`config.mk`:
```
export PLATFORM = sky130hd
export DESIGN_NAME = awu_wake_timer
export DESIGN_NICKNAME = d
export VERILOG_FILES = /design/src/awu_pkg.sv /design/src/awu_divider.sv /design/src/awu_stab_timer.sv /design/src/awu_wake_timer.sv
export VERILOG_INCLUDE_DIRS = /design/src
export SDC_FILE = /design/constraint.sdc
export NUM_CORES = 1
export LEC_CHECK = 0
export ABC_AREA = 1
export BUFFER_PORTS_ARGS = -buffer_cell sky130_fd_sc_hd__buf_4
export CAP_MARGIN = 20
export CORE_ASPECT_RATIO = 1.5
export CORE_MARGIN = 4
export CORE_UTILIZATION = 53
export CTS_BUF_LIST = sky130_fd_sc_hd__clkbuf_8
export DETAILED_ROUTE_END_ITERATION = 12
export GPL_TIMING_DRIVEN = 0
export PLACE_DENSITY = 0.83
export SKIP_LAST_GASP = 1
export SYNTH_ARGS = -nofsm -noshare
export SYNTH_HDL_FRONTEND = slang
export SYNTH_HIERARCHICAL = 1
export SYNTH_SLANG_ARGS = --single-unit
```
`constraint.sdc`:
```
create_clock -name clock -period 2.1 [get_ports clock]
set_input_delay 0 -clock clock [delete_from_list [all_inputs] [get_ports clock]]
set_output_delay 0 -clock clock [all_outputs]
set_load 0.01 [all_outputs]
```
`src/awu_defs.svh`:
```
// Function
// - halt with enable enters timed wake mode
// - rc clock divided by 64 then prescale
// - expiry sets flag and wake interrupt
// - main oscillator restarts, 256 cycle delay
// - status read clears flag and request
// - flag writes ignored, hardware sets only
// - measure bit routes rc clock to capture
// - halt wake enable bit zero, software owned
// - prescale value is factor, zero forbidden
// - zero write leaves prescale unchanged
// - entry forces interrupt mask to zero
// - main clock stopped, peripherals unclocked
// - any halt capable interrupt or reset exits
// - watchdog option picks reset or halt entry
// - status bits 7:3 read zero
// - reset prescale ff, status zero
// - without enable, plain halt mode
`ifndef AWU_DEFS_SVH
`define AWU_DEFS_SVH

// ----------------------------------------
// register map
// ----------------------------------------
`define AWU_PRESCALE_IDX    8'h49
`define AWU_CSR_IDX         8'h4a
`define AWU_IRQ_STAT_IDX    8'h4b
`define AWU_IRQ_MASK_IDX    8'h4c
`define AWU_PRESCALE_RST    8'hff
`define AWU_CSR_RST         8'h00

// ----------------------------------------
// fields
// ----------------------------------------
`define AWU_BIT_EN          0
`define AWU_BIT_MEAS        1
`define AWU_BIT_FLAG        2

// ----------------------------------------
// timing
// ----------------------------------------
`define AWU_FIX_DIV         64
`define AWU_STAB_CYCLES     256

`endif

```
`src/awu_pkg.sv`:
```
package awu_pkg;
    typedef enum logic [1:0] {
        AWU_RUN   = 2'b00,
        AWU_HALT  = 2'b01,
        AWU_TIMED = 2'b10,
        AWU_STAB  = 2'b11
    } awu_state_t;
endpackage

```
`src/awu_divider.sv`:
```
`timescale 1ns/1ps
`default_nettype none
`include "awu_defs.svh"
module awu_divider (
    input  wire logic       clock,
    input  wire logic       rst_n,
    input  wire logic       run,
    input  wire logic       rcTick,
    input  wire logic [7:0] prescale,
    output logic            expire
);
    logic [5:0] fixCnt;
    logic [7:0] preCnt;
    wire        fixWrap = rcTick && (fixCnt == 6'(`AWU_FIX_DIV - 1));
    wire        preWrap = fixWrap && (preCnt >= prescale - 8'h01);

    // ----------------------------------------
    // divide by 64 then by prescale
    // ----------------------------------------
    always_ff @(posedge clock) begin
        if (!rst_n || !run) begin
            fixCnt <= 6'h00;
            preCnt <= 8'h00;
            expire <= 1'b0;
        end else begin
            expire <= preWrap;
            if (rcTick)
                fixCnt <= fixCnt + 6'h01;
            if (fixWrap)
                preCnt <= preWrap ? 8'h00 : preCnt + 8'h01;
        end
    end
endmodule
`default_nettype wire

```
`src/awu_stab_timer.sv`:
```
`timescale 1ns/1ps
`default_nettype none
`include "awu_defs.svh"
module awu_stab_timer (
    input  wire logic clock,
    input  wire logic rst_n,
    input  wire logic start,
    output logic      done
);
    logic [8:0] cnt;
    // ----------------------------------------
    // oscillator settling count
    // ----------------------------------------
    always_ff @(posedge clock) begin
        if (!rst_n) begin
            cnt  <= 9'h000;
            done <= 1'b0;
        end else if (start) begin
            cnt  <= 9'(`AWU_STAB_CYCLES - 1);
            done <= 1'b0;
        end else if (cnt != 9'h000) begin
            cnt  <= cnt - 9'h001;
            done <= (cnt == 9'h001);
        end else begin
            done <= 1'b0;
        end
    end
endmodule
`default_nettype wire

```
`src/awu_wake_timer.sv`:
```
`timescale 1ns/1ps
`default_nettype none
`include "awu_defs.svh"
module awu_wake_timer (
    input  wire logic        clock,
    input  wire logic        rst_n,
    // wishbone slave
    input  wire logic        wb_cyc_i,
    input  wire logic        wb_stb_i,
    input  wire logic        wb_we_i,
    input  wire logic [7:0]  wb_adr_i,
    input  wire logic [3:0]  wb_sel_i,
    input  wire logic [31:0] wb_dat_i,
    output logic [31:0]      wb_dat_o,
    output logic             wb_ack_o,
    // cpu side
    input  wire logic        haltExec,
    input  wire logic        haltIrq,
    input  wire logic        watchdogEnabled,
    input  wire logic        watchdogHaltOption,
    input  wire logic        wakeRcTick,
    output logic             wakeRcEnable,
    output logic             captureInput,
    output logic             mainOscEnable,
    output logic             periphClockEnable,
    output logic             clearIntMask,
    output logic             cpuResume,
    output logic             watchdogReset,
    output logic             timedHaltWakeMode,
    output logic             wakeIrq,
    output logic             irq
);
    logic [7:0] wakePrescaleValue;
    logic       haltWakeEnable;
    logic       oscMeasureEnable;
    logic       wakeTimeoutFlag;
    logic [1:0] irqStat;
    logic [1:0] irqMask;
    logic       inTimed;
    awu_pkg::awu_state_t state;
    awu_pkg::awu_state_t next_state;

    // ----------------------------------------
    // bus decode
    // ----------------------------------------
    wire       access  = wb_cyc_i && wb_stb_i && !wb_ack_o;
    wire       lane0   = wb_sel_i[0];
    wire       wrEn    = access && wb_we_i && lane0;
    wire       rdEn    = access && !wb_we_i;
    // index is the byte address: a scaled index would not fit 8 address bits
    wire       selPre  = wb_adr_i == `AWU_PRESCALE_IDX;
    wire       selCsr  = wb_adr_i == `AWU_CSR_IDX;
    wire       selStat = wb_adr_i == `AWU_IRQ_STAT_IDX;
    wire       selMask = wb_adr_i == `AWU_IRQ_MASK_IDX;
    wire       csrRead = rdEn && selCsr;
    wire [7:0] csrView = {5'h00, wakeTimeoutFlag, oscMeasureEnable,
                          haltWakeEnable};
    wire [7:0] rdMux   = selPre  ? wakePrescaleValue :
                         selCsr  ? csrView :
                         selStat ? {6'h00, irqStat} :
                         selMask ? {6'h00, irqMask} : 8'h00;

    // ----------------------------------------
    // halt sequencing
    // ----------------------------------------
    wire expire;
    wire stabDone;
    wire zeroPre    = wakePrescaleValue == 8'h00;
    wire wdBlock    = watchdogEnabled && !watchdogHaltOption;
    wire haltGo     = haltExec && (state == awu_pkg::AWU_RUN) && !wdBlock;
    wire timedEnter = haltGo && haltWakeEnable;
    wire expEvent   = inTimed && (expire || zeroPre);
    wire leaveHalt  = (state == awu_pkg::AWU_HALT ||
                       state == awu_pkg::AWU_TIMED) && (haltIrq || expEvent);

    always_comb begin
        next_state = state;
        unique case (state)
            awu_pkg::AWU_RUN:   if (haltGo)
                next_state = haltWakeEnable ? awu_pkg::AWU_TIMED
                                            : awu_pkg::AWU_HALT;
            awu_pkg::AWU_HALT:  if (leaveHalt) next_state = awu_pkg::AWU_STAB;
            awu_pkg::AWU_TIMED: if (leaveHalt) next_state = awu_pkg::AWU_STAB;
            awu_pkg::AWU_STAB:  if (stabDone) next_state = awu_pkg::AWU_RUN;
        endcase
    end

    assign inTimed           = state == awu_pkg::AWU_TIMED;
    assign timedHaltWakeMode = inTimed;
    // main clock off in either halt state; awu logic runs on the rc tick
    assign mainOscEnable     = !(state == awu_pkg::AWU_HALT || inTimed);
    assign periphClockEnable = state == awu_pkg::AWU_RUN;
    assign clearIntMask      = haltGo;
    assign cpuResume         = stabDone;
    assign watchdogReset     = haltExec && (state == awu_pkg::AWU_RUN) && wdBlock;
    assign wakeRcEnable      = inTimed || (oscMeasureEnable && state == awu_pkg::AWU_RUN);
    assign captureInput      = oscMeasureEnable && state == awu_pkg::AWU_RUN
                               && wakeRcTick;
    assign wakeIrq           = wakeTimeoutFlag;
    assign irq               = |(irqStat & irqMask);

    awu_divider u_div (
        .clock    (clock),
        .rst_n    (rst_n),
        .run      (inTimed),
        .rcTick   (wakeRcTick),
        .prescale (wakePrescaleValue),
        .expire   (expire)
    );

    awu_stab_timer u_stab (
        .clock (clock),
        .rst_n (rst_n),
        .start (leaveHalt),
        .done  (stabDone)
    );

    // ----------------------------------------
    // registers
    // ----------------------------------------
    always_ff @(posedge clock) begin
        if (!rst_n) begin
            state             <= awu_pkg::AWU_RUN;
            wakePrescaleValue <= `AWU_PRESCALE_RST;
            haltWakeEnable    <= 1'b0;
            oscMeasureEnable  <= 1'b0;
            wb_ack_o          <= 1'b0;
            wb_dat_o          <= 32'h0000_0000;
        end else begin
            state    <= next_state;
            wb_ack_o <= access;
            wb_dat_o <= rdEn ? {24'h00_0000, rdMux} : 32'h0000_0000;
            // zero ignored, product keeps old value
            if (wrEn && selPre && wb_dat_i[7:0] != 8'h00)
                wakePrescaleValue <= wb_dat_i[7:0];
            if (wrEn && selCsr) begin
                haltWakeEnable   <= wb_dat_i[`AWU_BIT_EN];
                oscMeasureEnable <= wb_dat_i[`AWU_BIT_MEAS];
            end
        end
    end

    // set beats the read-clear so no expiry is lost
    always_ff @(posedge clock) begin
        if (!rst_n) begin
            wakeTimeoutFlag <= 1'b0;
            irqStat         <= 2'b00;
            irqMask         <= 2'b00;
        end else begin
            if (expEvent)
                wakeTimeoutFlag <= 1'b1;
            else if (csrRead)
                wakeTimeoutFlag <= 1'b0;
            irqStat <= (irqStat & ~((wrEn && selStat) ? wb_dat_i[1:0] : 2'b00))
                       | {stabDone, expEvent};
            if (wrEn && selMask)
                irqMask <= wb_dat_i[1:0];
        end
    end
endmodule
`default_nettype wire

```
# --- Word level (Yosys, flattened, before mapping) ---
# Cells that the tools add are included.
# Widths: inputs -> output; s select.
word_totals:
  ff_bits: 75
  input_bits: 54
  output_inout_bits: 43
  wordCells: 99
classes:
  addsub: 4
  n_lt_le_gt_ge: 1
  eq_ne: 12
  mux: 15
  bitwise: 6
  n_reduce_logical: 45
ops:
  columns: ["operator", "count"]
  rows:
  - ["$eq 8x7->1 const B", 4]
  - ["$mux 8", 4]
  - ["$logic_and 1x1->1", 21]
  - ["$mux 2", 7]
  - ["$eq 9x1->1 const B", 1]
  - ["$reduce_bool 9->1", 1]
  - ["$sub 9x1->9 const B", 1]
  - ["$add 8x1->8 const B", 1]
  - ["$ge 8x8->1", 1]
  - ["$logic_not 8->1", 1]
  - ["$reduce_bool 8->1", 1]
  - ["$sub 8x1->8 const B", 1]
  - ["$logic_not 1->1", 7]
  - ["$add 6x1->6 const B", 1]
  - ["$eq 6x6->1 const B", 1]
  - ["$ne 2x1->1 const B", 3]
  - ["$pmux 2 s3", 1]
  - ["$reduce_or 2->1", 3]
  - ["$logic_or 1x1->1", 5]
  - ["$and 2x2->2", 2]
  - ["$eq 2x2->1 const B", 2]
  - ["$reduce_bool 2->1", 2]
  - ["$mux 3", 1]
  - ["$reduce_and 3->1", 1]
  - ["8 further kinds", 10]

# --- Longest topological paths before layout ---
# Gate-level depths: netlist of run 1.
logic_depth:
  ltp_word: 9
  mapped_depth: 14
  mapped_depth_nobuf: 14

# --- Modules after synthesis ---
# Netlist of run 1, hierarchy kept.
modules_own_cells:
  columns: ["mod", "instances", "cells_per_inst", "area_per_inst_um2", "seq_area_each_um2"]
  rows:
  - ["awu_wake_timer", 1, 201, 1490.2, 520.5]
  - ["awu_divider", 1, 151, 1029.7, 300.3]
  - ["awu_stab_timer", 1, 77, 543.0, 200.2]

# --- Worst setup path after synthesis of run 1 ---
# No wires, ideal clock.
synth_timing:
  kind: "register to register"
  from: "register wakePrescaleValue[0]"
  to: "register u_div.preCnt[6]"
  setup_time_ns: 0.116
  t_arrival_ns: 1.797
  required_time_ns: 1.984
  slack_ns: 0.187
  path_stages_with_launch: 14
  path_buffers: 0
  period_less_slack_ns: 1.913
  cell_sequence: "dfxtp_1 inv_1 ha_1 nand2_1 nor3_1 xor2_1 inv_1 ha_1 nand2_1 o21a_1 nand2_1 nand2_1 nand2_2 nor2_1"
synth_between:
  elab_chain_cells: 4
synth_rtl:
  columns: ["element", "line", "rtl"]
  rows:
  - ["start, declared", "awu_wake_timer.sv:33", "logic [7:0] wakePrescaleValue;"]
  - ["start signal, assigned", "awu_wake_timer.sv:124", "wakePrescaleValue <= `AWU_PRESCALE_RST;"]
  - ["start signal, assigned", "awu_wake_timer.sv:135", "wakePrescaleValue <= wb_dat_i[7:0];"]
  - ["$sub 8x1->8", "awu_divider.sv:15", "wire preWrap = fixWrap && (preCnt >= prescale - 8'h01);"]
  - ["$ge 8x8->1", "awu_divider.sv:15", null]
  - ["$logic_and 1x1->1", "awu_divider.sv:15", null]
  - ["$mux 8", "awu_divider.sv:30", "preCnt <= preWrap ? 8'h00 : preCnt + 8'h01;"]
  - ["end signal, assigned", "awu_divider.sv:30", null]
  - ["end, declared", "awu_divider.sv:13", "logic [7:0] preCnt;"]
# No other way between the ends.
# A chain may end at the register's enable or synchronous reset.

# --- Worst setup path after layout of run 1 ---
layout_timing:
  from: "register wakePrescaleValue[1]"
  to: "register u_div.preCnt[3]"
# The elaborated chain is that of the path after synthesis.

==> results.cfg, run 1 <==
[floorplan]
die_w_microns = 70.07
dieArea_sq_um = 7084
fp-row-count = 33
initial_utilization_pct = 55.36
fp.coreArea_sq_um = 5533
pin_count = 97
die_h_microns = 101.1

[final_layout]
drive_above_1_share_pct = 24.71
final_cell_area_sq_um = 3837
fin_util_pct = 69.36
final_common_cell = nand2_1
antenna_cells = 0
nets = 585
final_cells = 584
final_cell_mix = 78 x nand2_1, 71 x buf_4, 69 x inv_1
fillers = 458
area_delta_synth_final_pct = 25.29

[critical_path]
cp_max_fo = 6
critical_path.startpoint_type = flip-flop
end_kind = flip-flop
path_class = reg -> reg
arrival_ns = 2.27
cp_data_required_time_ns = 2.30

[job]
maxCapViolations = 0

[clock_tree]
cts.path.max_buffers = 2
clk_pin_slew_worst_paths_ns = 0.09
clock_latency_ns = 0.30
htree_num_levels = 2
cts_sinks = 51
cts_buffers = 5
cts_tree = built
cts-root-buf = clkbuf_8

[sta]
fin_crit_ns = 2.077
rsz0062_at_grt = true
tightest_slew_ns = 0.6329
hold_violations = 0
slew_violations = 0
timing.final.crit_share_pct = 98.90
max_slew_margin_pct = 57.81
whs_ns = 0.006792
finalSetupViolCount = 0
finClkSkew_ns = 0.006893
clock.fmax_mhz = 481.5

[detailed_routing]
vias = 2902
dr.max_layer_used = met4
drt-pass1-iter-count = 5
via_per_inst = 4.969
first_iter_violations = 148
dr_wl_met2_microns = 3752
routed_wl_microns = 6886
wl_met3_microns = 360
wl_per_cell_microns = 11.79
met1_length_microns = 2641
ant_nets = 0
drc = 0

[global_routing]
grt_max_degree = 16
grt_use_total_pct = 19.29
antenna_found_initial = 0
grt_pass1_vias = 2672
grt_pass1_wl_microns = 11340
grt.overflow.total = 0

[pwr]
vdd_drop_max_v = 0.0007930
power_density_nw_per_um2 = 737.0
power_mw = 2.828
p_leak_nw = 1.961

[placement]
placed_area_sq_um = 3575
dpl.cell_count = 567
port-buffer-count = 45
dpl.hpwl_microns = 5223
gp_congestion = 0.9038

[synth]
ys_types = 38
netlist_instances = 429
yosysSeqAreaShare_pct = 33.33
post_synth.cell_area_avg_sq_um = 7.140
synth_ff_type = dfxtp_1
async_flop_share_pct = 0
ys_seq_elements = 51
syn_area_sq_um = 3063
synth_edf_count = 0
yosys_warnings = 6

[run_status]
status = completed

[worst_hold_path]
hold_class = in -> reg
## through the flow
stage / setup WS, ns / setup TNS (ns)
floorplan: 0.1873 / 0
global placement: 0.01877 / 0
detailed placement: -0.05737 / -0.3049
CTS: 0.01897 / 0
global route: -0.09955 / -0.6414
finish: 0.02317 / 0
## worst max-delay path: stages (launching register included)
cell and delay, ns:
dfxtp_4 0.37, inv_1 0.08, ha_4 0.14, nand2_2 0.08
nor3_2 0.20, xor2_1 0.18, inv_1 0.06, ha_1 0.26
nand2_1 0.06, nor2_1 0.12, nand2_1 0.09, nand2_1 0.09
nand2_2 0.09, nand2_4 0.10, nor2_1 0.05
## state kept, by name (all words and copies together), names as in the netlist
register,cells
u_div/expire,1
irqMask,2
irqStat,2
u_stab/done,1
oscMeasureEnable,1
wb_ack_o,1
u_div/fixCnt,6
u_div/preCnt,8
haltWakeEnable,1
u_stab/cnt,9
wakeIrq,1
wb_dat_o,8
wakePrescaleValue,8
state,2
## metal layers
metal	vias up	global-route usage (%)
met3	19	3.493
met5	-	0
met1	1321	20.62
met4	0	5.605
li1	1469	-
met2	93	38.02
## area by class of cell
type	count	area (sq um)	share of cell area (%)
plain buffers	26	195.2	5.086
clock buffers	5	68.82	1.793
clock inverters	2	37.54	0.9782
inverters	74	279.0	7.271
multi-input cells	301	1704	44.41
flip-flops and latches	51	1032	26.90
well taps	70	87.58	2.282
repair buffers	55	432.9	11.28
## where the power goes
part | total (mW) | internal (mW) | switching, mW
logic | 1.02 | 0.410 | 0.605
registers | 1.15 | 1.05 | 0.0978
clock network | 0.664 | 0.348 | 0.315
total | 2.83 | 1.81 | 1.02
## repair_timing
item	CTS	global route
hold buffers	8	0
setup endpoints to repair	6	16
resized for setup	3	18
endpoints found under the hold margin	9	0
pin swaps	0	9
buffers inserted	0	2
## synthesized netlist by cell type (2+ instances only)
cell | number | area share, %
nand2_1 | 80 | 9.8
inv_1 | 71 | 8.7
nor2_1 | 56 | 6.9
dfxtp_1 | 51 | 33
buf_4 | 24 | 5.9
a21oi_1 | 23 | 3.8
nand3_1 | 21 | 3.4
ha_1 | 17 | 6.9
o21ai_0 | 15 | 2.5
o211ai_2 | 8 | 3.3
xor2_1 | 8 | 2.3
nor3_1 | 7 | 1.1
nand2_2 | 5 | 1.0
nand4_1 | 5 | 1.0
nor2_2 | 5 | 1.0
xnor2_1 | 4 | 1.1
nand2_4 | 3 | 1.1
nor2_4 | 3 | 1.1
and3_1 | 2 | 0.41
nand3_2 | 2 | 0.65
nor3_2 | 2 | 0.65
## kinds of logic (layout without fill, tap and decap cells)
kind of cell | count (synthesis) | in the layout | synth area share (%)
buffers and inverters | 100 | 162 | 15.48
adder cells (fa/ha/maj) | 17 | 17 | 6.944
AO/OA/AOI/OAI | 52 | 52 | 11.07
XOR/XNOR | 12 | 12 | 3.431
AND/OR/NAND/NOR | 196 | 196 | 29.62
flip-flops | 51 | 51 | 33.33
other | 1 | 24 | 0.1224
## final timing paths
| check | startpoint | cells after the start | to | slack [ns] |
|---|---|---|---|---|
| max | wakePrescaleValue[1]$_SDFFE_PN1P_ | 14 | u_div/preCnt[3]$_SDFFE_PP0P_ | 0.02 |
| min | wb_we_i | 4 | wb_dat_o[0]$_SDFF_PN0_ | 0.007 |
| max reg2reg | wakePrescaleValue[1]$_SDFFE_PN1P_ | 14 | u_div/preCnt[3]$_SDFFE_PP0P_ | 0.02 |
| min reg2reg | irqStat[0]$_SDFF_PN0_ | 2 | irqStat[0]$_SDFF_PN0_ | 0.47 |
(Power assumes the default switching activity.)
==> inputs of run 2 (changes only) <==
CORE_UTILIZATION = 57   (was 53)
CTS_BUF_LIST = sky130_fd_sc_hd__clkbuf_4 sky130_fd_sc_hd__clkbuf_8   (was sky130_fd_sc_hd__clkbuf_8)
PLACE_DENSITY = 0.88   (was 0.83)
clock period = 2.4 ns   (was 2.1 ns; I/O delays follow)
==> results.cfg, run 2 (synthesis gave the netlist of run 1 again) <==
[run_status]
status = completed

[worst_hold_path]
hold_class = in -> reg

[clock_tree]
cts_sinks = 51
clk_pin_slew_worst_paths_ns = 0.10
htree_num_levels = 2
cts_tree = built
cts-root-buf = clkbuf_8
post_cts_buffers = 0
cts_buffers = 5
clock_latency_ns = 0.31
cts.path.max_buffers = 2

[floorplan]
die_h_microns = 97.78
initial_utilization_pct = 59.30
die_w_microns = 67.86
fp.coreArea_sq_um = 5165
dieArea_sq_um = 6635
fp-row-count = 32
pin_count = 97

[critical_path]
crit_chain = inv_1 -> ha_1 -> nand2_1 -> nor3_2 -> xor2_1 -> inv_1 -> ha_1 -> nand2_1 -> o21a_1 -> nand2_1 -> nand2_1 -> nand2_2 -> nor2_1
timing.rr.end = u_div/preCnt[7]$_SDFFE_PP0P_
r2r_cells = 13
rrSetupSlack_ns = 0.26
setup.worst_path.start = wakePrescaleValue[0]$_SDFFE_PN1P_
cp_data_required_time_ns = 2.60
cp_num_buf_inv = 2
crit_path_end = u_div/preCnt[7]$_SDFFE_PP0P_
arrival_ns = 2.34
cp_max_fo = 6
slowest_stage = dfxtp_1
path_class = reg -> reg
path_depth = 13
critical_path.startpoint_type = flip-flop
max_stage_delay_ns = 0.35
crit_family = simple AND/OR/NAND/NOR gates
cpMostUsedCell = nand2_1
end_kind = flip-flop
worstReg2RegStart = wakePrescaleValue[0]$_SDFFE_PN1P_

[final_layout]
final_cell_mix = 80 x nand2_1, 71 x inv_1, 69 x buf_4
area_delta_synth_final_pct = 22.96
final_common_cell = nand2_1
final_cells = 583
fillers = 413
drive_above_1_share_pct = 21.55
fin_util_pct = 72.92
nets = 585
final_cell_area_sq_um = 3766
antenna_cells = 0
top_register = u_stab/cnt
largest_register_ff_count = 9

[detailed_routing]
drc = 0
vias = 2912
routed_wl_microns = 6784
wl_per_cell_microns = 11.64
via_per_inst = 4.995
ant_nets = 0
first_iter_violations = 102
drt-pass1-iter-count = 4

[global_routing]
grt.overflow.total = 0
grt_max_degree = 17
grt_pass1_wl_microns = 11260
grt_pass1_vias = 2708
antenna_found_initial = 0
grt_use_total_pct = 21.20

[sta]
fin_crit_ns = 2.140
slew_violations = 0
clock.fmax_mhz = 467.2
hold_violations = 0
max_slew_margin_pct = 58.18
setup_ws_ns = 0.2598
rsz0062_at_grt = false
tightest_slew_ns = 0.6273
finalSetupViolCount = 0
tns_ns = 0
finClkSkew_ns = 0.008898
timing.final.crit_share_pct = 89.18

[placement]
dp_slack_ns = 0.2344
dpl.cell_count = 565
port-buffer-count = 45
placed_area_sq_um = 3572
gp_congestion = 0.8615
dpl.hpwl_microns = 5327

[pwr]
vdd_drop_max_v = 0.0006515
power_density_nw_per_um2 = 631.1
p_leak_nw = 1.957

[job]
maxCapViolations = 0
[run 2: changes by cell type in the layout (fill, tap and decap cells not counted), sizes merged]
cell	before	now
buf	72	70
dlygate4sd3	8	10
bufinv	1	0
clkinv	2	3
clkinvlp	1	2
[run 2: where the power goes]
part,switching (mW),internal (mW)
Sequential,0.0872,0.922
Combinational,0.516,0.359
Clock,0.288,0.203
[run 2: worst min-delay path by stage]
stage / cells after the start / slack (ns) / end / start
6_report: 4 / 0.01 / wb_dat_o[0]$_SDFF_PN0_ / wb_we_i
5_1_grt: 4 / 0.02 / wb_dat_o[2]$_SDFF_PN0_ / wb_we_i
4_1_cts: 4 / 0.005 / wb_dat_o[0]$_SDFF_PN0_ / wb_we_i
3_5_place_dp: 2 / 0.25 / u_div/fixCnt[1]$_SDFFE_PP0P_ / wakeRcTick
3_3_place_gp: 2 / 0.25 / u_div/fixCnt[0]$_SDFFE_PP0P_ / wakeRcTick
2_1_floorplan: 1 / 0.09 / u_div/fixCnt[0]$_SDFFE_PP0P_ / wakeRcTick
[run 2: cell type report]
class                      count  area [sq um]  share of cell area [%]
clock inverter                 3         20.02                  0.5316
buffer                        26         195.2                   5.183
clock buffer                   5         68.82                   1.827
multi-input combinational    301          1659                   44.05
timing repair buffer          55         437.9                   11.63
sequential                    51          1021                   27.11
tap                           68         85.08                   2.259
inverter                      74         279.0                   7.409
[run 2: stage by stage]
stage	hold slack (ns)	power, mW
detailed placement	0.2507	1.877
finish	0.01045	2.377
floorplan	0.08981	1.634
global route	0.01839	2.538
global placement	0.2466	1.832
CTS	0.004558	2.375
[run 2: timing repair]
action                     in CTS  in global routing
hold endpoints to repair       14                  0
setup endpoints to repair       0                  6
resized for setup               0                  1
hold buffers                   10                  0
[run 2: tightest hold or removal path, stage by stage]
cell     delay (ns)
buf_4          0.10
nor3_2         0.06
o21ai_0        0.07
nor2_1         0.05
[run 2: layer usage]
metal	share of wire [%]	vias to the layer above	wire, microns	track usage [%]
met5	0	-	0	0
met4	2.8	0	189	7.657
met3	5.6	25	382	3.222
met2	55	99	3698	40.14
met1	37	1322	2513	22.46
li1	-	1466	-	-
==> inputs of run 3 (changes only) <==
ABC_AREA = default   (was 1)
CAP_MARGIN = default   (was 20)
==> results.cfg, run 3 <==
[run_status]
status = completed

[final_layout]
area_delta_synth_final_pct = 24.19
fillers = 364
fin_util_pct = 72.75
nets = 475
largest_register_ff_count = 9
final_cell_mix = 72 x buf_4, 50 x dfxtp_1, 31 x nor2_1
multi_input_comb_area_sq_um = 1815
drive_above_1_share_pct = 26.42
ff_latch_area_sq_um = 1022
antenna_cells = 0
final_common_cell = buf_4
top_register = u_stab/cnt

[pwr]
power_density_nw_per_um2 = 642.4
p_sw_uw = 828.3
combPwrFrac_pct = 36.7
swShare_pct = 34.32
p_seq_share_pct = 41.4
vdd_drop_max_v = 0.0008131
p_leak_nw = 1.569
p_int_mw = 1.585
clkPwrFrac_pct = 21.9

[critical_path]
r2r_cells = 8
cp_max_fo = 9
end_kind = flip-flop
timing.rr.end = u_div/preCnt[3]$_SDFFE_PP0P_
rrSetupSlack_ns = 0.15
arrival_ns = 2.47
critical_path.startpoint_type = flip-flop
path_class = reg -> reg
worstReg2RegStart = wakePrescaleValue[5]$_SDFFE_PN1P_
cp_data_required_time_ns = 2.62

[detailed_routing]
routed_wl_microns = 6665
ant_nets = 0
first_iter_violations = 132
vias = 2569
via_per_inst = 5.431
drt-pass1-iter-count = 5
wl_per_cell_microns = 14.09
drc = 0

[global_routing]
antenna_found_initial = 0
grt.overflow.total = 0
grt_pass1_vias = 2466
grt_pass1_wl_microns = 11120
grt_max_degree = 17
grt_use_total_pct = 21.50

[synth]
yosysMostFrequentCell = dfxtp_1
ys_seq_elements = 51
synth_area_leader_cell = dfxtp_1
netlist_instances = 319
synth_top_cell_area_share_pct = 33.75
synth_edf_count = 0
yosys_warnings = 6
ys_top_cells_by_count = 51 x dfxtp_1, 31 x nor2_1, 27 x buf_4
syn_area_sq_um = 3025
async_flop_share_pct = 0
post_synth.cell_area_avg_sq_um = 9.484
synth_ff_type = dfxtp_1
ys_types = 58
synth.area.top_cells = dfxtp_1 34%, ha_1 7.0%, buf_4 6.7%, mux2i_1 5.6%, xnor2_1 4.3%
yosysSeqAreaShare_pct = 33.75

[floorplan]
fp.coreArea_sq_um = 5165
pin_count = 97
initial_utilization_pct = 58.58
dieArea_sq_um = 6562
die_w_microns = 67.49
fp-row-count = 32
die_h_microns = 97.23

[sta]
tightest_slew_ns = 0.8258
max_slew_margin_pct = 44.95
slew_violations = 0
clock.fmax_mhz = 444.0
tns_ns = 0
finalSetupViolCount = 0
timing.final.crit_share_pct = 93.84
fin_crit_ns = 2.252
finClkSkew_ns = 0.01192
hold_violations = 0
rsz0062_at_grt = false

[clock_tree]
clk_pin_slew_worst_paths_ns = 0.10
cts_tree = built
cts-root-buf = clkbuf_8
cts_buffers = 5
clock_latency_ns = 0.31
cts_sinks = 51
cts.path.max_buffers = 2
htree_num_levels = 2

[worst_hold_path]
hold_depth = 3
worstHoldStart = wb_we_i
hold_end = wb_dat_o[1]$_SDFF_PN0_
hold_class = in -> reg

[placement]
port-buffer-count = 45
dpl.hpwl_microns = 4895
gp_congestion = 0.9058

[job]
maxCapViolations = 0
==> run 3: changes by cell type after synthesis, sizes merged, moves of 11 or more <==
cell	delta
nand2	-73
xnor2	+11
mux2i	+17
inv	-61
nor2	-31
o21ai	-11
a211oi	+11
nor4	+15
a21oi	-19
nand3	-21
==> run 3: worst max-delay path by stage <==
stage | from | to
2_1_floorplan | wakePrescaleValue[5]$_SDFFE_PN1P_ | u_div/expire$_SDFF_PP0_
6_report | wakePrescaleValue[5]$_SDFFE_PN1P_ | u_div/preCnt[3]$_SDFFE_PP0P_
3_3_place_gp | wakePrescaleValue[3]$_SDFFE_PN1P_ | u_div/expire$_SDFF_PP0_
4_1_cts | wakePrescaleValue[3]$_SDFFE_PN1P_ | u_div/expire$_SDFF_PP0_
5_1_grt | wakePrescaleValue[3]$_SDFFE_PN1P_ | u_div/preCnt[1]$_SDFFE_PP0P_
3_5_place_dp | wakePrescaleValue[3]$_SDFFE_PN1P_ | u_div/expire$_SDFF_PP0_
==> run 3: layer usage <==
metal	vias to the layer above	share of wire [%]	track usage [%]
li1	1271	-	-
met1	1226	39	24.26
met2	58	55	38.41
met3	14	3.6	3.935
met4	0	2.2	7.813
met5	-	0	0
==> run 3: area by class of cell <==
| cell class | count | share of cell area [%] |
|---|---|---|
| well taps | 68 | 2.264 |
| repair buffers | 55 | 11.92 |
| inverters | 11 | 1.099 |
| clock inverters | 2 | 0.4329 |
| flip-flops and latches | 51 | 27.21 |
| clock buffers | 6 | 2.198 |
| plain buffers | 36 | 6.560 |
| multi-input cells | 244 | 48.32 |
==> run 3: critical path: stages, from the launching register on <==
cell	delay (ns)
dfxtp_1	0.39
nor4_2	0.36
nand2_1	0.12
xor2_1	0.17
ha_1	0.31
a21oi_1	0.25
o311ai_4	0.15
buf_12	0.17
a211oi_1	0.23
==> run 3: cell families after synthesis <==
group                    after synthesis  share of synthesized area (%)
AND/OR/NAND/NOR                      113                          22.13
AO/OA/AOI/OAI                         52                          15.76
flip-flops                            51                          33.75
buffers and inverters                 47                          9.512
XOR/XNOR                              21                          6.080
adder cells (fa/ha/maj)               17                          7.030
multiplexers                          17                          5.624
other                                  1                         0.1240
==> run 3: timing repair <==
item | CTS | global route
resized for setup | 0 | 3
setup endpoints to repair | 0 | 9
hold buffers | 9 | 0
hold endpoints to repair | 11 | 0
buffers inserted | 0 | 1
==> run 3: power by group through the flow <==
stage                     clock network (mW)  registers (mW)  logic, mW
after detailed placement                   0            1.02      0.855
after global placement                     0            1.01      0.829
after CTS                              0.533           0.997      0.877
after global routing                   0.579            1.01      0.973
after floorplan                            0            1.00      0.648
final                                  0.529           0.999      0.885
==> run 3: through the flow <==
stage	worst slack [ns]	cells	total power [mW]	hold slack (ns)	area, sq um
6_report	0.1478	473	2.414	0.02788	3757
5_1_grt	0.003356	473	2.563	0.02067	3757
2_1_floorplan	0.3331	342	1.648	0.1139	3112
4_1_cts	0.03268	472	2.407	0.02895	3724
3_5_place_dp	0.07242	455	1.872	0.2731	3535
3_3_place_gp	0.1300	455	1.841	0.2678	3535
